### src/hw/sync_ctl_pkg.sv
// constants, register map and carrier types for the sync, clamp and coast control registers
package sync_ctl_pkg;

  // ------------------------------------------------------------
  // register offsets
  // ------------------------------------------------------------
  localparam logic [7:0] ADDR_IF_SEL      = 8'h0f;
  localparam logic [7:0] ADDR_SYNC_SRC    = 8'h10;
  localparam logic [7:0] ADDR_CLAMP_COAST = 8'h11;
  localparam logic [7:0] ADDR_PRECOAST    = 8'h12;
  localparam logic [7:0] ADDR_POSTCOAST   = 8'h13;
  localparam logic [7:0] ADDR_OUT_PWR     = 8'h14;
  localparam logic [7:0] ADDR_STATUS      = 8'h15;

  // ------------------------------------------------------------
  // field positions
  // ------------------------------------------------------------
  localparam int IF_OVR_BIT    = 2;
  localparam int IF_SEL_BIT    = 1;
  localparam int HS_OVR_BIT    = 4;
  localparam int HS_SEL_BIT    = 3;
  localparam int VS_POL_BIT    = 2;
  localparam int VS_OVR_BIT    = 1;
  localparam int VS_SEL_BIT    = 0;
  localparam int CLAMP_OFF_BIT = 7;
  localparam int CLAMP_R_BIT   = 6;
  localparam int CLAMP_G_BIT   = 5;
  localparam int CLAMP_B_BIT   = 4;
  localparam int COAST_EN_BIT  = 3;
  localparam int COAST_OVR_BIT = 2;
  localparam int COAST_POL_BIT = 1;
  localparam int CLK_INV_BIT   = 4;
  localparam int TRI_BIT       = 3;
  localparam int HDCP_A1_BIT   = 2;
  localparam int PWR_BIT       = 1;
  localparam int YUV422_BIT    = 0;
  localparam int ST_HS_BIT     = 7;
  localparam int ST_SOG_BIT    = 6;
  localparam int ST_VS_BIT     = 5;
  localparam int ST_LINK_BIT   = 4;
  localparam int ST_IF_BIT     = 3;

  // ------------------------------------------------------------
  // reset values
  // ------------------------------------------------------------
  localparam logic [7:0] RST_IF_SEL      = 8'h78;
  localparam logic [7:0] RST_SYNC_SRC    = 8'h40;
  localparam logic [7:0] RST_CLAMP_COAST = 8'h0a;
  localparam logic [7:0] RST_PRECOAST    = 8'h00;
  localparam logic [7:0] RST_POSTCOAST   = 8'h00;
  localparam logic [7:0] RST_OUT_PWR     = 8'he2;
  localparam logic [1:0] HDCP_ADDR_BITS  = 2'b10;
  localparam logic [7:0] ZERO8           = 8'h00;

  // ------------------------------------------------------------
  // activity detection
  // ------------------------------------------------------------
  // a sync line with no edge for a whole window reads as absent
  localparam int unsigned ACT_WINDOW    = 4000;
  localparam logic [1:0]  ACT_SYNC_FULL = 2'b11;

  // ------------------------------------------------------------
  // carriers
  // ------------------------------------------------------------
  typedef struct packed {
    logic       wr;
    logic       rd;
    logic [7:0] addr;
    logic [7:0] wdata;
  } reg_req_t;

  typedef struct packed {
    logic hsync_pin;
    logic green_sync;
    logic vsync_pin;
    logic sep_vsync;
    logic link_clk_seen;
  } sync_in_t;

  typedef struct packed {
    logic       hsync_from_green;
    logic       vsync_from_sep;
    logic       vsync_invert;
    logic       clamp_enable;
    logic [2:0] clamp_midscale;
    logic       coast_enable;
    logic       coast_pol_forced;
    logic       coast_pol_high;
    logic [7:0] precoast;
    logic [7:0] postcoast;
    logic       link_clk_invert;
    logic       pixel_data_outputs_hiz;
    logic [1:0] hdcp_addr;
    logic       power_down;
    logic       out_422;
    logic       digital_active;
  } ctl_out_t;

endpackage : sync_ctl_pkg

### src/hw/activity_detect.sv
// one sync activity detector: two-stage synchroniser, edge seen within a window
module activity_detect
  import sync_ctl_pkg::*;
#(
  parameter int unsigned WIN = ACT_WINDOW
) (
  input  wire logic clk,
  input  wire logic rst,
  input  wire logic ce,
  input  wire logic sig_in,
  output logic      active
);
  typedef struct packed {
    logic        s1;
    logic        s2;
    logic        s3;
    logic        seen;
    logic        act;
    logic [15:0] cnt;
    logic [1:0]  fill;
  } det_t;

  det_t st_q;
  det_t st_d;

  always_comb begin
    logic edge_now;
    // chain still filling after reset: an idle-high pin must not read as an edge
    edge_now = (st_q.fill == ACT_SYNC_FULL) && (st_q.s2 != st_q.s3);
    st_d     = st_q;
    st_d.s1  = sig_in;
    st_d.s2  = st_q.s1;
    st_d.s3  = st_q.s2;
    if (st_q.fill != ACT_SYNC_FULL) begin
      st_d.fill = st_q.fill + 2'b01;
    end
    if (edge_now) begin
      st_d.seen = 1'b1;
    end
    if (st_q.cnt == 16'(WIN - 1)) begin
      // no edge in a whole window means the sync is gone
      st_d.cnt  = 16'h0000;
      st_d.act  = st_q.seen || edge_now;
      st_d.seen = 1'b0;
    end else begin
      st_d.cnt = st_q.cnt + 16'h0001;
    end
  end

  always_ff @(posedge clk) begin
    if (rst) begin
      st_q <= '0;
    end else if (ce) begin
      st_q <= st_d;
    end
  end

  assign active = st_q.act;
endmodule : activity_detect

### src/hw/sync_clamp_coast_control_regs.sv
// register slice for sync source, clamp, coast, output and status control
module sync_clamp_coast_control_regs
  import sync_ctl_pkg::*;
(
  input  wire logic       MCLK,
  input  wire logic       RST,
  input  wire logic       CE,
  input  wire reg_req_t   REQ,
  input  wire sync_in_t   SYNC_IN,
  output logic [7:0]      RDATA,
  output logic            RVALID,
  output ctl_out_t        CTL
);

  // ------------------------------------------------------------
  // state
  // ------------------------------------------------------------
  typedef struct packed {
    logic [7:0] if_sel;
    logic [7:0] sync_source_select;
    logic [7:0] clamp_coast_control;
    logic [7:0] precoast_count;
    logic [7:0] postcoast_count;
    logic [7:0] output_and_power_control;
    logic [7:0] status_snap;
    logic [7:0] rdata;
    logic       rvalid;
    logic [1:0] link_sync;
  } state_t;

  state_t st_q;
  state_t st_d;

  logic hs_act;
  logic sog_act;
  logic vs_act;
  logic link_act;
  logic digital_sel;
  logic [7:0] status_live;

  // ------------------------------------------------------------
  // activity detectors
  // ------------------------------------------------------------
  activity_detect u_hs (
    .clk    (MCLK),
    .rst    (RST),
    .ce     (CE),
    .sig_in (SYNC_IN.hsync_pin),
    .active (hs_act)
  );

  activity_detect u_sog (
    .clk    (MCLK),
    .rst    (RST),
    .ce     (CE),
    .sig_in (SYNC_IN.green_sync),
    .active (sog_act)
  );

  activity_detect u_vs (
    .clk    (MCLK),
    .rst    (RST),
    .ce     (CE),
    .sig_in (SYNC_IN.vsync_pin),
    .active (vs_act)
  );

  assign link_act = st_q.link_sync[1];

  // ------------------------------------------------------------
  // source selection
  // ------------------------------------------------------------
  always_comb begin
    logic analog_act;
    analog_act = hs_act || sog_act;
    if (st_q.if_sel[IF_OVR_BIT] || (analog_act && link_act)) begin
      digital_sel = st_q.if_sel[IF_SEL_BIT];
    end else begin
      digital_sel = link_act;
    end
  end

  always_comb begin
    status_live              = ZERO8;
    status_live[ST_HS_BIT]   = hs_act;
    status_live[ST_SOG_BIT]  = sog_act;
    status_live[ST_VS_BIT]   = vs_act;
    status_live[ST_LINK_BIT] = link_act;
    status_live[ST_IF_BIT]   = digital_sel;
  end

  // ------------------------------------------------------------
  // register access
  // ------------------------------------------------------------
  always_comb begin
    st_d           = st_q;
    st_d.rvalid    = 1'b0;
    st_d.link_sync = {st_q.link_sync[0], SYNC_IN.link_clk_seen};
    // one snapshot per cycle keeps the bits of a read coherent
    st_d.status_snap = status_live;
    if (REQ.wr) begin
      unique case (REQ.addr)
        ADDR_IF_SEL:      st_d.if_sel                   = REQ.wdata;
        ADDR_SYNC_SRC:    st_d.sync_source_select       = REQ.wdata;
        ADDR_CLAMP_COAST: st_d.clamp_coast_control      = REQ.wdata;
        ADDR_PRECOAST:    st_d.precoast_count           = REQ.wdata;
        ADDR_POSTCOAST:   st_d.postcoast_count          = REQ.wdata;
        ADDR_OUT_PWR:     st_d.output_and_power_control = REQ.wdata;
        default: ;
      endcase
    end
    if (REQ.rd) begin
      st_d.rvalid = 1'b1;
      unique case (REQ.addr)
        ADDR_IF_SEL:      st_d.rdata = st_q.if_sel;
        ADDR_SYNC_SRC:    st_d.rdata = st_q.sync_source_select;
        ADDR_CLAMP_COAST: st_d.rdata = st_q.clamp_coast_control;
        ADDR_PRECOAST:    st_d.rdata = st_q.precoast_count;
        ADDR_POSTCOAST:   st_d.rdata = st_q.postcoast_count;
        ADDR_OUT_PWR:     st_d.rdata = st_q.output_and_power_control;
        ADDR_STATUS:      st_d.rdata = st_q.status_snap;
        default:          st_d.rdata = ZERO8;
      endcase
    end
  end

  always_ff @(posedge MCLK) begin
    if (RST) begin
      st_q                          <= '0;
      st_q.if_sel                   <= RST_IF_SEL;
      st_q.sync_source_select       <= RST_SYNC_SRC;
      st_q.clamp_coast_control      <= RST_CLAMP_COAST;
      st_q.precoast_count           <= RST_PRECOAST;
      st_q.postcoast_count          <= RST_POSTCOAST;
      st_q.output_and_power_control <= RST_OUT_PWR;
    end else if (CE) begin
      st_q <= st_d;
    end
  end

  // ------------------------------------------------------------
  // control outputs
  // ------------------------------------------------------------
  logic [7:0] ss;
  logic [7:0] cc;
  logic [7:0] op;
  assign ss = st_q.sync_source_select;
  assign cc = st_q.clamp_coast_control;
  assign op = st_q.output_and_power_control;

  always_comb begin
    if (ss[HS_OVR_BIT] || (hs_act && sog_act)) begin
      CTL.hsync_from_green = ss[HS_SEL_BIT];
    end else begin
      CTL.hsync_from_green = sog_act && !hs_act;
    end
    if (ss[VS_OVR_BIT]) begin
      CTL.vsync_from_sep = ss[VS_SEL_BIT];
    end else begin
      // no dedicated vsync seen: fall back to the separator
      CTL.vsync_from_sep = !vs_act;
    end
    CTL.vsync_invert     = !ss[VS_POL_BIT];
    CTL.clamp_enable     = !cc[CLAMP_OFF_BIT];
    CTL.clamp_midscale   = {cc[CLAMP_R_BIT], cc[CLAMP_G_BIT], cc[CLAMP_B_BIT]};
    CTL.coast_enable     = cc[COAST_EN_BIT];
    CTL.coast_pol_forced = cc[COAST_OVR_BIT];
    // polarity from the host only when forced; else device reports high by default
    CTL.coast_pol_high   = cc[COAST_OVR_BIT] ? cc[COAST_POL_BIT] : 1'b1;
    CTL.precoast         = st_q.precoast_count;
    CTL.postcoast        = st_q.postcoast_count;
    // inversion matters only while the digital link is in use
    CTL.link_clk_invert  = op[CLK_INV_BIT] && digital_sel;
    CTL.pixel_data_outputs_hiz = op[TRI_BIT];
    CTL.hdcp_addr        = HDCP_ADDR_BITS;
    CTL.power_down       = !op[PWR_BIT];
    CTL.out_422          = op[YUV422_BIT];
    CTL.digital_active   = digital_sel;
  end

  assign RDATA  = st_q.rdata;
  assign RVALID = st_q.rvalid;

  // ------------------------------------------------------------
  // checks
  // ------------------------------------------------------------
  a_hs_override: assert property (@(posedge MCLK) disable iff (RST)
    ss[HS_OVR_BIT] |-> CTL.hsync_from_green == ss[HS_SEL_BIT])
    else $error("hsync override not honoured");

  a_vs_override: assert property (@(posedge MCLK) disable iff (RST)
    ss[VS_OVR_BIT] |-> CTL.vsync_from_sep == ss[VS_SEL_BIT])
    else $error("vsync override not honoured");

  a_vs_polarity: assert property (@(posedge MCLK) disable iff (RST)
    (CE && REQ.wr && REQ.addr == ADDR_SYNC_SRC) |=>
      CTL.vsync_invert == !$past(REQ.wdata[VS_POL_BIT]))
    else $error("vsync polarity wrong");

  a_clamp_write: assert property (@(posedge MCLK) disable iff (RST)
    (CE && REQ.wr && REQ.addr == ADDR_CLAMP_COAST) |=> (!CE ||
      CTL.clamp_enable == !$past(REQ.wdata[CLAMP_OFF_BIT])))
    else $error("clamp enable did not follow write");

  a_precoast_wr: assert property (@(posedge MCLK) disable iff (RST)
    (CE && REQ.wr && REQ.addr == ADDR_PRECOAST) |=> (!CE ||
      CTL.precoast == $past(REQ.wdata)))
    else $error("precoast not stored");

  a_power_down: assert property (@(posedge MCLK) disable iff (RST)
    (CE && REQ.wr && REQ.addr == ADDR_OUT_PWR) |=>
      CTL.power_down == !$past(REQ.wdata[PWR_BIT]))
    else $error("power-down bit not applied");

  a_status_read: assert property (@(posedge MCLK) disable iff (RST)
    (CE && REQ.rd && REQ.addr == ADDR_STATUS) |=> (RVALID &&
      RDATA == $past(st_q.status_snap)))
    else $error("status read mismatch");

  a_if_override: assert property (@(posedge MCLK) disable iff (RST)
    st_q.if_sel[IF_OVR_BIT] |-> CTL.digital_active == st_q.if_sel[IF_SEL_BIT])
    else $error("interface override ignored");

  a_hiz_follow: assert property (@(posedge MCLK) disable iff (RST)
    (CE && REQ.wr && REQ.addr == ADDR_OUT_PWR) |=>
      (CTL.pixel_data_outputs_hiz == $past(REQ.wdata[TRI_BIT]) &&
       CTL.hdcp_addr == HDCP_ADDR_BITS))
    else $error("three-state or slave address wrong");

  a_hs_sel_write: assert property (@(posedge MCLK) disable iff (RST)
    (CE && REQ.wr && REQ.addr == ADDR_SYNC_SRC && REQ.wdata[HS_OVR_BIT]) |=>
      CTL.hsync_from_green == $past(REQ.wdata[HS_SEL_BIT]))
    else $error("hsync select write not applied");

  a_hs_both_seen: assert property (@(posedge MCLK) disable iff (RST)
    (!ss[HS_OVR_BIT] && hs_act && sog_act) |->
      CTL.hsync_from_green == ss[HS_SEL_BIT])
    else $error("hsync select ignored with both syncs present");

  a_hs_auto_pin: assert property (@(posedge MCLK) disable iff (RST)
    (!ss[HS_OVR_BIT] && hs_act && !sog_act) |->
      !CTL.hsync_from_green)
    else $error("hsync taken from green with only the pin active");

  a_vs_sel_write: assert property (@(posedge MCLK) disable iff (RST)
    (CE && REQ.wr && REQ.addr == ADDR_SYNC_SRC && REQ.wdata[VS_OVR_BIT]) |=>
      CTL.vsync_from_sep == $past(REQ.wdata[VS_SEL_BIT]))
    else $error("vsync select write not applied");

  a_clamp_levels: assert property (@(posedge MCLK) disable iff (RST)
    (CE && REQ.wr && REQ.addr == ADDR_CLAMP_COAST) |=>
      CTL.clamp_midscale == $past(REQ.wdata[CLAMP_R_BIT:CLAMP_B_BIT]))
    else $error("clamp levels did not follow write");

  a_coast_select: assert property (@(posedge MCLK) disable iff (RST)
    (CE && REQ.wr && REQ.addr == ADDR_CLAMP_COAST) |=>
      CTL.coast_enable == $past(REQ.wdata[COAST_EN_BIT]))
    else $error("coast select did not follow write");

  a_coast_forced: assert property (@(posedge MCLK) disable iff (RST)
    cc[COAST_OVR_BIT] |->
      (CTL.coast_pol_forced && CTL.coast_pol_high == cc[COAST_POL_BIT]))
    else $error("forced coast polarity not used");

  a_coast_auto: assert property (@(posedge MCLK) disable iff (RST)
    !cc[COAST_OVR_BIT] |->
      !CTL.coast_pol_forced)
    else $error("coast polarity forced without override");

  a_postcoast_wr: assert property (@(posedge MCLK) disable iff (RST)
    (CE && REQ.wr && REQ.addr == ADDR_POSTCOAST) |=>
      CTL.postcoast == $past(REQ.wdata))
    else $error("postcoast not stored");

  a_clk_inv_write: assert property (@(posedge MCLK) disable iff (RST)
    (CE && REQ.wr && REQ.addr == ADDR_OUT_PWR) |=>
      CTL.link_clk_invert == ($past(REQ.wdata[CLK_INV_BIT]) && digital_sel))
    else $error("link clock invert did not follow write");

  a_clk_inv_analog: assert property (@(posedge MCLK) disable iff (RST)
    !digital_sel |->
      !CTL.link_clk_invert)
    else $error("link clock inverted while analog is active");

  a_out_422_write: assert property (@(posedge MCLK) disable iff (RST)
    (CE && REQ.wr && REQ.addr == ADDR_OUT_PWR) |=>
      CTL.out_422 == $past(REQ.wdata[YUV422_BIT]))
    else $error("output mode did not follow write");

  a_status_sync: assert property (@(posedge MCLK) disable iff (RST)
    CE |=> (st_q.status_snap[ST_HS_BIT] == $past(hs_act) &&
      st_q.status_snap[ST_SOG_BIT] == $past(sog_act) &&
      st_q.status_snap[ST_VS_BIT] == $past(vs_act)))
    else $error("sync activity status not captured");

  a_status_link: assert property (@(posedge MCLK) disable iff (RST)
    CE |=>
      st_q.status_snap[ST_LINK_BIT] == $past(link_act))
    else $error("link clock status not captured");

  a_link_sync: assert property (@(posedge MCLK) disable iff (RST)
    CE |=>
      st_q.link_sync[1] == $past(st_q.link_sync[0]))
    else $error("link flag synchroniser broken");

  a_status_iface: assert property (@(posedge MCLK) disable iff (RST)
    CE |=>
      st_q.status_snap[ST_IF_BIT] == $past(digital_sel))
    else $error("active interface status not captured");

  a_iface_both: assert property (@(posedge MCLK) disable iff (RST)
    (!st_q.if_sel[IF_OVR_BIT] && (hs_act || sog_act) && link_act) |->
      CTL.digital_active == st_q.if_sel[IF_SEL_BIT])
    else $error("interface select ignored with both active");

  a_iface_auto: assert property (@(posedge MCLK) disable iff (RST)
    (!st_q.if_sel[IF_OVR_BIT] && !hs_act && !sog_act) |->
      CTL.digital_active == link_act)
    else $error("active interface does not follow the link");

  a_status_ro: assert property (@(posedge MCLK) disable iff (RST)
    (CE && REQ.wr && REQ.addr == ADDR_STATUS) |=>
      ($stable(st_q.if_sel) && $stable(st_q.sync_source_select) &&
       $stable(st_q.clamp_coast_control) && $stable(st_q.output_and_power_control)))
    else $error("write to status changed a register");

  a_unmapped_read: assert property (@(posedge MCLK) disable iff (RST)
    (CE && REQ.rd && !(REQ.addr inside {[ADDR_IF_SEL:ADDR_STATUS]})) |=>
      (RVALID && RDATA == ZERO8))
    else $error("unmapped read not zero");

  a_rvalid_pulse: assert property (@(posedge MCLK) disable iff (RST)
    RVALID |=>
      (!RVALID || $past(REQ.rd) || !$past(CE)))
    else $error("read valid longer than one cycle");

  a_rdata_hold: assert property (@(posedge MCLK) disable iff (RST)
    !(CE && REQ.rd) |=>
      $stable(RDATA))
    else $error("read data moved without a read");

  a_ce_freeze: assert property (@(posedge MCLK) disable iff (RST)
    !CE |=>
      $stable(st_q))
    else $error("state moved with clock enable low");

  a_reset_regs: assert property (@(posedge MCLK) disable iff (RST)
    $past(RST) |->
      (st_q.precoast_count == RST_PRECOAST && st_q.postcoast_count == RST_POSTCOAST &&
       st_q.clamp_coast_control == RST_CLAMP_COAST))
    else $error("register reset values wrong");

  a_reset_ctl: assert property (@(posedge MCLK) disable iff (RST)
    $past(RST) |->
      (CTL.vsync_invert && CTL.clamp_enable && CTL.coast_enable && !CTL.power_down))
    else $error("control levels after reset wrong");

endmodule : sync_clamp_coast_control_regs

### config.mk
export PLATFORM = sky130hd
export DESIGN_NAME = sync_clamp_coast_control_regs
export DESIGN_NICKNAME = d
export VERILOG_FILES = /design/src/hw/sync_ctl_pkg.sv /design/src/hw/activity_detect.sv /design/src/hw/sync_clamp_coast_control_regs.sv
export SDC_FILE = /design/constraint.sdc
export NUM_CORES = 1
export LEC_CHECK = 0
export BUFFER_PORTS_ARGS = -buffer_cell sky130_fd_sc_hd__buf_2
export CAP_MARGIN = 15
export CORE_ASPECT_RATIO = 0.7
export CORE_MARGIN = 1.5
export CORE_UTILIZATION = 25
export CTS_CLUSTER_DIAMETER = 40
export DETAILED_ROUTE_END_ITERATION = 6
export GPL_TIMING_DRIVEN = 0
export MAX_ROUTING_LAYER = met4
export PLACE_DENSITY = 0.42
export SLEW_MARGIN = 20
export SYNTH_ARGS = -nofsm -noshare
export SYNTH_HDL_FRONTEND = slang
export SYNTH_SLANG_ARGS = --single-unit
export TNS_END_PERCENT = 20
### constraint.sdc
create_clock -name MCLK -period 2.7 [get_ports MCLK]
set_input_delay 0.135 -clock MCLK [delete_from_list [all_inputs] [get_ports MCLK]]
set_output_delay 0.135 -clock MCLK [all_outputs]
set_load 0.03 [all_outputs]
# == Word level (Yosys, flattened, before mapping) ==
# Index checks and enable logic that the tools add are counted.
# classes
addsub,6
n_mul,0
div_mod_pow,0
n_lt_le_gt_ge,0
eq_ne,19
shifts,0
muxes,15
n_bitwise,0
reduce_logical,37
# ops
op,count
$pmux 8 s7,1
$add 16x1->16 const B,3
$eq 16x12->1 const B,3
$eq 8x5->1 const B,6
$mux 16,3
$reduce_and 2->1,10
$reduce_and 3->1,6
$eq 8x4->1 const B,1
$mux 1,8
$logic_and 1x1->1,7
$add 2x1->2 const B,3
$eq 2x2->1 const B,3
$logic_or 1x1->1,6
$mux 2,3
$ne 2x2->1 const B,3
$reduce_bool 2->1,3
$logic_not 1->1,5
$ne 1x1->1,3
# totals
regBits,133
latchBits,0
ramBits,0
rom_bits,0
output_inout_bits,42
elab_cells,108
mem_count,0

# == Depth between registers and ports, before layout ==
# Gate-level depths: netlist of run 1.
# logic_depth
ltp_word,5
depth_mapped,7
ltp_nobuf,5

# == Hierarchy ==
# A second synthesis of run 1 with hierarchy kept.
# unflattened
cells_unflattened,667
area_unflattened_um2,6371.1
# by_module_without_submodules
mod,instances,cells_each,area_per_inst_um2,seq_area_each_um2
sync_clamp_coast_control_regs,1,340,3218.1,1281.2
activity_detect,3,109,1051.0,460.4

# == Worst setup path before layout of run 1 ==
# Ideal clock, no wire load.
# synth_path
kind,register -> register
start,register u_vs.st_q[2] in the netlist's numbering
end,register u_vs.st_q[10] in the netlist's numbering
setup_ns,0.117
arrival_time_ns,1.596
t_required_ns,2.583
path_slack_ns,0.986
path_stages_with_launch,8
n_path_buf,2
synth_period_minus_slack_ns,1.714
cell_sequence,dfxtp_1 ha_1 and4_1 clkbuf_1 nand2_1 o21ai_1 buf_2 nor2_1
# synth_via
elab_chain_len,2
# synth_lines
element,line_no,source
"start, declared",activity_detect.sv:23,det_t st_q;
"start signal, assigned",activity_detect.sv:54,st_q <= st_d;
$add 16x1->16 or $eq 16x12->1 (tied branches),"activity_detect.sv:46, activity_detect.sv:40",
$mux 16 *,activity_detect.sv:40,if (st_q.cnt == 16'(WIN - 1)) begin
# Mark *: on every way between the ends. The rest lies on a longest branch, timed or not.
# A chain may end at the register's enable or synchronous reset.

# == Final worst setup path of run 1 ==
# layout_path
start,register u_vs.st_q[2] in the netlist's numbering
end,register u_vs.st_q[7] in the netlist's numbering
# The elaborated chain is that of the path after synthesis.

==> results of run 1 <==
-- report_power, final --
part	internal [uW]	total, uW	switching (uW)	leakage (uW)
Combinational	87.1	247	160	0.00166
Sequential	1990	2020	24.1	0.00108
Clock	1710	2600	890	0.000311
-- state kept, by name, indices dropped and copies added (netlist names), 2 cells and up --
name and flops:
CTL 16, RDATA 8, cc 8, op 8, ss 8, st_q 13
u_hs.st_d 2, u_hs.st_q 20, u_sog.st_d 2, u_sog.st_q 20, u_vs.st_d 2, u_vs.st_q 20
-- metal layers --
metal / part of all wire / routed length, um
met5: 0 / 0
met4: 0.0099 / 169
met3: 0.046 / 795
met2: 0.36 / 6150
met1: 0.58 / 10000
-- how the worst min path moves through the flow --
| stage | start | endpoint | slack, ns |
|---|---|---|---|
| 2_1_floorplan | REQ[1] | cc[1]$_SDFFE_PP1P_ | 0.26 |
| 3_3_place_gp | SYNC_IN[3] | u_sog.st_d[21]$_SDFFE_PP0P_ | 0.40 |
| 3_5_place_dp | SYNC_IN[3] | u_sog.st_d[21]$_SDFFE_PP0P_ | 0.42 |
| 4_1_cts | REQ[16] | RVALID$_SDFFE_PP0P_ | 0.003 |
| 5_1_grt | REQ[3] | st_q[62]$_SDFFE_PP1P_ | 0.04 |
| 6_report | REQ[16] | RVALID$_SDFFE_PP0P_ | 0.03 |
-- layout make-up --
| cell class | count | area, um2 |
|---|---|---|
| Buffer | 66 | 408 |
| Clock buffer | 24 | 482 |
| Clock inverter | 8 | 170 |
| Fill cell | 2529 | 16300 |
| Inverter | 10 | 37.5 |
| Multi-Input combinational cell | 453 | 3000 |
| Sequential cell | 133 | 2660 |
| Tap cell | 318 | 398 |
| Timing Repair Buffer | 65 | 345 |
-- worst max-delay path, cell delays in order (launching register included) --
cell                       delay [ns]
sky130_fd_sc_hd__dfxtp_1         0.41
sky130_fd_sc_hd__ha_1            0.19
sky130_fd_sc_hd__and4_1          0.20
sky130_fd_sc_hd__clkbuf_1        0.29
sky130_fd_sc_hd__nand2_1         0.17
sky130_fd_sc_hd__o21ai_1         0.42
sky130_fd_sc_hd__buf_2           0.32
sky130_fd_sc_hd__nor2_1          0.08
-- synth_stat cells, types with 5 or more instances --
master and number:
sky130_fd_sc_hd__and4_1 5, sky130_fd_sc_hd__or3_1 6, sky130_fd_sc_hd__buf_2 14, sky130_fd_sc_hd__nor3_1 15, sky130_fd_sc_hd__nor4_1 12, sky130_fd_sc_hd__clkbuf_1 14
sky130_fd_sc_hd__xor2_1 22, sky130_fd_sc_hd__mux2i_1 73, sky130_fd_sc_hd__nand3_1 16, sky130_fd_sc_hd__a21oi_1 17, sky130_fd_sc_hd__buf_4 34, sky130_fd_sc_hd__nand4_1 23
sky130_fd_sc_hd__dfxtp_1 133, sky130_fd_sc_hd__nand2_1 36, sky130_fd_sc_hd__mux4_2 5, sky130_fd_sc_hd__xnor2_1 23, sky130_fd_sc_hd__nor2_1 112, sky130_fd_sc_hd__inv_1 10
sky130_fd_sc_hd__ha_1 6, sky130_fd_sc_hd__o21ai_0 13, sky130_fd_sc_hd__nor3b_1 6
-- timing repair --
item | in CTS | in global routing
hold buffers | 4 | 0
gates resized for setup | 0 | 0
endpoints found under the hold margin | 4 | 0
-- per-stage QoR --
| stage | std cells | hold WS (ns) | power, uW | util | instance area [um2] |
|---|---|---|---|---|---|
| finish | 1077 | 0.0266 | 4860 | 0.315 | 7500 |
| detailed placement | 1041 | 0.416 | 2300 | 0.286 | 6810 |
| global placement | 1041 | 0.404 | 2300 | 0.286 | 6810 |
| floorplan | 662 | 0.260 | 2200 | - | 6100 |
| global route | 1077 | 0.0431 | 5040 | 0.315 | 7500 |
| CTS | 1077 | 0.00302 | 4920 | 0.315 | 7500 |
-- logic make-up (layout without fill, tap and decap cells) --
kind of cell             Yosys count  after routing  synth area share
AO/OA/AOI/OAI                     62             62            0.0638
XOR/XNOR                          45             45            0.0646
adder cells (fa/ha/maj)            6              6            0.0123
buffers and inverters             76            173            0.0730
flip-flops                       133            133             0.436
multiplexers                      78             78             0.138
other                              2              2           0.00123
AND/OR/NAND/NOR                  260            260             0.211
==> results summary, run 1 <==
The flow ran to the end, and the final reports show no timing, DRC or antenna violations. The height of the chip is 134 um. The worst register-to-register path begins at u_vs.st_q[2]$_SDFFE_PP0P_. The most critical setup path has its startpoint at u_vs.st_q[2]$_SDFFE_PP0P_. The tightest min-delay check is of the in -> reg type.

The total global routing overflow is 0. The area fraction of the dominant cell type after synthesis is 0.436. The net count of the mapped netlist is 694. The static leakage is 0.00304 uW. Yosys attributes the largest share of cell area to sky130_fd_sc_hd__dfxtp_1, sky130_fd_sc_hd__mux2i_1, sky130_fd_sc_hd__nor2_1, sky130_fd_sc_hd__buf_4, sky130_fd_sc_hd__xnor2_1. The post-CTS setup buffer count came out at 0. The total number of H-tree levels is 4. The worst-case register-to-register setup slack came out at 0.52 ns. The floorplan core area is 23,800 um2. In the synthesized netlist, the number of instances is 662. The total track usage came out at 0.146.

The initial cell density of the core came out at 0.256. The post-synthesis to final-layout area growth came out at 23.0%. The register area share after synthesis is 0.436. At the end of routability-driven placement, the weighted congestion stood at 0.819. By startpoint and endpoint, the worst setup path is classified as reg -> reg. The final hold violation count came out at 0.

The remaining design rule violation count came out at 0. OpenSTA, run right after detailed placement, puts the worst setup slack at 0.196 ns. The maximum vdd drop came out at 451 uV. Averaged over all synthesized cells, the footprint is 9.22 um2. The power density relative to cell area came out at 648 nW/um2.

The maximum fanout count along the critical path came out at 10. In this run the critical register-to-register path is captured at u_vs.st_q[7]$_SDFFE_PP0P_. The clock drives 133 sinks.

The boundary pin count is 68. The unique cell type count in the Yosys netlist is 53. The initial detailed-routing violation count came out at 297. In this run the worst setup path terminates at u_vs.st_q[7]$_SDFFE_PP0P_. The flop and latch count out of synthesis came out at 133. Leaving out fill and tap cells, the most frequent cells in the layout are sky130_fd_sc_hd__dfxtp_1, sky130_fd_sc_hd__nor2_1, sky130_fd_sc_hd__buf_2. The total length of routed wires came out at 17,100 um.

The port buffer count came out at 61. Leaving out fill and tap cells, the most frequent cell in the layout is sky130_fd_sc_hd__dfxtp_1. The worst-case clock skew is 0.0117 ns. At the pin with the least slew margin, the transition time is 1.05 ns. The largest net degree at the start of global routing came out at 17. No sink is reached through more buffers than the 2 on the longest clock path. The later pin in the worst-skew pair is clocked with a latency of 0.43 ns. The global routing usage on met3 is 0.0345.

The endpoint arrival time on the critical path is 2.50 ns. The share of post-route cells with drive strength above 1 is 0.196. The count of maximum capacitance violations came out at 0. met1 is the most crowded layer.

For met1 alone, demand over resource in global routing was 0.230. The worst hold path cell count came out at 3. The wire length of the first global-routing pass came out at 26,900 um. The maximum operating frequency came out at 459 MHz.

The synthesized area came out at 6100 um2. The share of the cycle needed by the critical path after routing is 0.807. Setup repair after global routing left no endpoint under its margin. The clock tree from TritonCTS is done. The tree is rooted in a sky130_fd_sc_hd__clkbuf_16. Once detail routing completed, the nets flagged for antenna violations numbered 0.

The post-layout minimum cycle time came out at 2.18 ns. The kind of end point of the critical path is a register. The setup-violating endpoint count in the final report is 0. The final net count came out at 778.

In the global route stage, met2 resource usage came out at 0.173. The HPWL after detailed placement is 12,800 um. For this run, the leading register cell type out of synthesis is sky130_fd_sc_hd__dfxtp_1.

In the final timing run, aggregate negative setup slack is 0 ns. The cell count of the worst reg-to-reg path is 7. After layout, the worst setup slack is 0.521 ns. STA classifies the critical path startpoint as a register. The number of enable flip-flop cells after synthesis is 0. The detailed-route vias per instance is 4.57. The count of antenna diodes in the layout came out at 0.

Counting flops with an async set or reset pin after synthesis yields a share of 0. During synthesis, Yosys emitted a total of 0 warnings. The routed length per instance came out at 15.9 um.

The die area came out at 25,400 um2. The via count of the first global-routing pass is 4,617. The number of slew-limit violations in the final report is 0. The data required time at the worst endpoint is 3.02 ns. The number of buffers created by CTS came out at 17.

For this block, the via count after detailed routing is 4,926. The number of iterations in the first detailed-routing pass is 5. The floorplan row count is 47. The biggest area contributor in the post-synthesis netlist is sky130_fd_sc_hd__dfxtp_1.

The CTS clock-pin slew for the worst setup and hold paths is 0.06 ns. Measured against its own limit, the worst slew margin works out to 0.292. The die is 190 um wide.

The initial antenna violation count was 1.
Note: power is estimated with default switching activity, not from simulation.
==> run 2: changes to the inputs <==
--- a/config.mk
+++ b/config.mk
@@ -5,6 +5,7 @@
 export SDC_FILE = /design/constraint.sdc
 export NUM_CORES = 1
 export LEC_CHECK = 0
+export ABC_AREA = 1
 export BUFFER_PORTS_ARGS = -buffer_cell sky130_fd_sc_hd__buf_2
 export CAP_MARGIN = 15
 export CORE_ASPECT_RATIO = 0.7
==> constraint.sdc (replaced) <==
create_clock -name MCLK -period 2.1 [get_ports MCLK]
set_input_delay 0.105 -clock MCLK [delete_from_list [all_inputs] [get_ports MCLK]]
set_output_delay 0.105 -clock MCLK [all_outputs]
set_load 0.03 [all_outputs]
==> run 2 against run 1 <==
Count of clock-buffer cells in the layout fell by 1. Non-clock buffer count decreased by 4. Register-to-register slack worse by 0.29 ns. Synthesized cell count increased by 38%. Clock power grew 9.6%. Clock skew is 0.0052 ns lower. Wire length is 13% higher. Area after synthesis rose by 5.2%. Design area up 2.9%. Maximum frequency rose by 17%. Worst hold slack worse by 0.0087 ns. Sequential power grew 29%.
==> results summary, run 2 <==
For the pin with the worst max-slew slack, the measured transition is 0.595 ns. The cell count of the worst reg-to-reg path came out at 8. Of the post-synthesis cell area, the dominant cell type holds 0.414. The compound-cell area share of the yosys netlist came to 0.134. The met1 global-route usage is 0.243. The net count of the mapped netlist is 944. The height of the chip is 137 um. Port buffering added 62 buffers. Of the total power, combinational logic draws 0.059.

The share of post-route cells with drive strength above 1 is 0.184. The mean instance size in the synthesized netlist came out at 7.04 um2. The count of antenna diodes in the layout is 0. The via count of the first global-routing pass is 5,335. The switching power of the nets is 1370 uW. The die span in x is 195 um.

The final-layout setup total negative slack came out at 0 ns. The root buffer cell chosen for the clock tree is sky130_fd_sc_hd__clkbuf_16. The static leakage came out at 0.00322 uW.

The primary flip-flop cell chosen by synthesis mapping is sky130_fd_sc_hd__dfxtp_1. The path class of the tightest hold or removal check is in -> reg. After synthesis, the largest family of logic cells by area is simple AND/OR/NAND/NOR gates. The maximum operating frequency came out at 536 MHz. The area after detailed placement came out at 7140 um2. The clock insertion delay at the later pin of the skew report came out at 0.43 ns. The register area share after synthesis is 0.414.

The number of gates resized after cts is 0. In the final layout, the registers with the most flip-flops are u_hs.st_q (20), u_sog.st_q (20), u_vs.st_q (20). The global routing usage on met3 came out at 0.0350. After detailed routing, the total wire length is 19,400 um.

The layer flagged by global routing as most heavily used is met1. The wire length of the first global-routing pass came out at 30,200 um. At the worst endpoint, the required time is 2.42 ns. The switching fraction of total power is 0.236. The initial antenna violation count is 0. The synthesized design spends more area on one cell type than any other, namely sky130_fd_sc_hd__dfxtp_1. The largest net degree at the start of global routing came out at 17.

The worst hold path terminates at cc[1]$_SDFFE_PP1P_. The internal portion of the total power is 4420 uW. The remaining design rule violation count came out at 0.

The final hold violation count came to 0. With fillers left out, the area of the finished cells amounts to 7720 um2. Of the total synthesized cell area, the portion taken by XOR and XNOR cells is 0.00545. The final worst hold slack came out at 0.0178 ns. Once detail routing completed, the nets flagged for antenna violations numbered 0. The post-synthesis async set-or-reset flop share came out at 0. The number of slew-limit violations in the final report came to 0. The initial cell density of the core came out at 0.258.

Setup repair after global routing left no endpoint under its margin. The maximum buffer depth of the clock tree is 2. Clock tree synthesis inserted a total of 17 buffers. The maximum fanout count along the critical path came out at 9. The endpoint arrival time on the critical path is 2.18 ns. The launching point of the worst reg2reg path is u_hs.st_q[2]$_SDFFE_PP0P_. The post-synthesis to final-layout area growth came out at 20.2%. The flow ran to the end, and the final reports show no timing, DRC or antenna violations.

Leaving out fill and tap cells, the most frequent cell in the layout is sky130_fd_sc_hd__nand2_1. By area the synthesized netlist is led by sky130_fd_sc_hd__dfxtp_1, sky130_fd_sc_hd__nand2_1, sky130_fd_sc_hd__nor2_1, sky130_fd_sc_hd__a21oi_1, sky130_fd_sc_hd__nand3_1. The maximum vdd drop is 573 uV. In the layout the commonest cells are sky130_fd_sc_hd__nand2_1, sky130_fd_sc_hd__dfxtp_1, sky130_fd_sc_hd__nor2_1. The total track usage came out at 0.156. The worst hold path cell count is 3.

After layout, the minimum clock period comes to 1.86 ns. The final RePlAce weighted congestion came out at 0.809. Counting instances in the post-synthesis netlist gives the leading cell types as sky130_fd_sc_hd__nand2_1, sky130_fd_sc_hd__dfxtp_1, sky130_fd_sc_hd__nor2_1, sky130_fd_sc_hd__inv_1, sky130_fd_sc_hd__a21oi_1.

STA classifies the critical path endpoint as a register. The global routing usage on met2 came out at 0.188. In the synthesized netlist, the number of instances is 912. The worst-case register-to-register setup slack came out at 0.24 ns.

The type of the setup path with the least slack is reg -> reg. The worst-case clock skew came out at 0.00644 ns. The floorplan row count is 48. The die covers 26,700 um2.

The routed length per instance came out at 14.6 um. Setup violations remaining at the end of the flow were counted as 0. The unique cell type count in the Yosys netlist is 35. Among all cell types in the netlist, the one instantiated most often is sky130_fd_sc_hd__nand2_1. The core region is 24,900 um2. The area fraction in and, or, nand and nor cells after synthesis came out at 0.308.

In this run the power density over the cells is 750 nW/um2. The number of warnings reported in the yosys synthesis log is 0. The synthesized area came out at 6420 um2.

The total overflow left after global routing is 0. After detailed routing, the number of vias per cell comes to 4.41. The share of the cycle needed by the critical path after routing came out at 0.888. The number of enable flip-flop cells after synthesis is 0.

Of the total power, registers draw 0.449. The CTS clock-pin slew for the worst setup and hold paths is 0.06 ns. Across the run, the number of max-cap violations was 0. The first detailed-routing pass ran for 5 iterations. TritonCTS built the clock tree. Counting every sink on the clock net gives 133.

The worst setup path is launched from a register. The total number of H-tree levels came out at 4. The mux contribution to synthesized area is 0. The worst min-delay path startpoint is REQ[1]. Of the total synthesized cell area, the portion taken by full adders, half adders and majority gates is 0.0117. Pin placement for this block handled 68 I/O pins.

The endpoint of the most critical register-to-register path is u_hs.st_q[13]$_SDFFE_PP0P_. After the first detailed-routing iteration, the DRC count stood at 457. Counting the fill cells in the layout gives 2,729.

The power share of the clock group came out at 0.492. The final route contains 5,871 vias. Buffers added to address setup during post-CTS repair amount to 0. Detailed placement ended at an HPWL of 14,600 um.

The final standard cell utilization of the core is 0.310. The worst max-slew margin expressed relative to the limit came out at 0.604. The final net count came out at 1,029. After synthesis the netlist holds a flip-flop and latch count of 133.
==> run 2: cell types whose count changed after synthesis, sizes merged, moves of 20 or more <==
cell	before	now
a21oi	17	86
inv	10	103
mux2i	73	0
nand2	36	173
nand3	16	78
nor2	112	142
o21ai	18	73
xnor2	23	3
xor2	22	1
==> run 2: repair_timing <==
action | in CTS | in global routing
endpoints found under the hold margin | 4 | 0
endpoints found under the setup margin | 0 | 0
hold buffers | 4 | 0
==> run 2: power groups by stage <==
stage,Sequential [uW],Clock (uW),Combinational [uW]
2_1_floorplan,2650,0,213
3_3_place_gp,2650,0,340
3_5_place_dp,2650,0,340
4_1_cts,2600,2920,346
5_1_grt,2600,3020,387
6_report,2600,2850,343
==> run 2: worst max path at each step <==
| stage | start | endpoint | slack (ns) |
|---|---|---|---|
| 2_1_floorplan | u_hs.st_q[2]$_SDFFE_PP0P_ | u_hs.st_q[9]$_SDFFE_PP0P_ | 0.75 |
| 3_3_place_gp | u_hs.st_q[2]$_SDFFE_PP0P_ | u_hs.st_q[13]$_SDFFE_PP0P_ | 0.21 |
| 3_5_place_dp | u_hs.st_q[2]$_SDFFE_PP0P_ | u_hs.st_q[13]$_SDFFE_PP0P_ | 0.28 |
| 4_1_cts | u_hs.st_q[2]$_SDFFE_PP0P_ | u_hs.st_q[9]$_SDFFE_PP0P_ | 0.27 |
| 5_1_grt | u_hs.st_q[2]$_SDFFE_PP0P_ | u_hs.st_q[16]$_SDFFE_PP0P_ | 0.04 |
| 6_report | u_hs.st_q[2]$_SDFFE_PP0P_ | u_hs.st_q[13]$_SDFFE_PP0P_ | 0.24 |
==> run 2: layout make-up <==
type	count	area, um2	area share
Multi-Input combinational cell	615	2960	0.383
Sequential cell	133	2660	0.345
Inverter	103	389	0.0504
Timing Repair Buffer	66	350	0.0454
Tap cell	325	407	0.0527
Buffer	61	415	0.0538
Clock inverter	6	80.1	0.0104
Clock buffer	23	458	0.0593
==> run 2: cells by family after synthesis <==
kind of cell / Yosys count
xor gates and xnor gates: 4
DFF: 133
adders and majority gates: 6
buffers and inverters: 164
and+or+nand+nor: 435
AOI/OAI and AO/OA: 168
other: 2
==> run 2: metrics by stage <==
stage,instances,total power (uW),setup WS [ns]
after floorplan,912,2860,0.745
after global placement,1299,2990,0.207
after detailed placement,1299,2990,0.284
after CTS,1332,5860,0.271
after global routing,1332,6010,0.0445
final,1332,5790,0.235
==> run 2: per-layer routing <==
layer  wire length, um  up-vias
li1                  -     3081
met4               197        0
met1             11500     2653
met5                 0        -
met2              6810      116
met3               923       21
==> run 2: critical path, stage by stage, from the launching register on <==
cell                      delay [ns]
sky130_fd_sc_hd__dfxtp_1        0.38
sky130_fd_sc_hd__ha_1           0.19
sky130_fd_sc_hd__nand2_1        0.13
sky130_fd_sc_hd__nor2_1         0.21
sky130_fd_sc_hd__nand3_1        0.22
sky130_fd_sc_hd__nand2_2        0.28
sky130_fd_sc_hd__inv_1          0.16
sky130_fd_sc_hd__o21ai_0        0.11
sky130_fd_sc_hd__a21oi_1        0.05
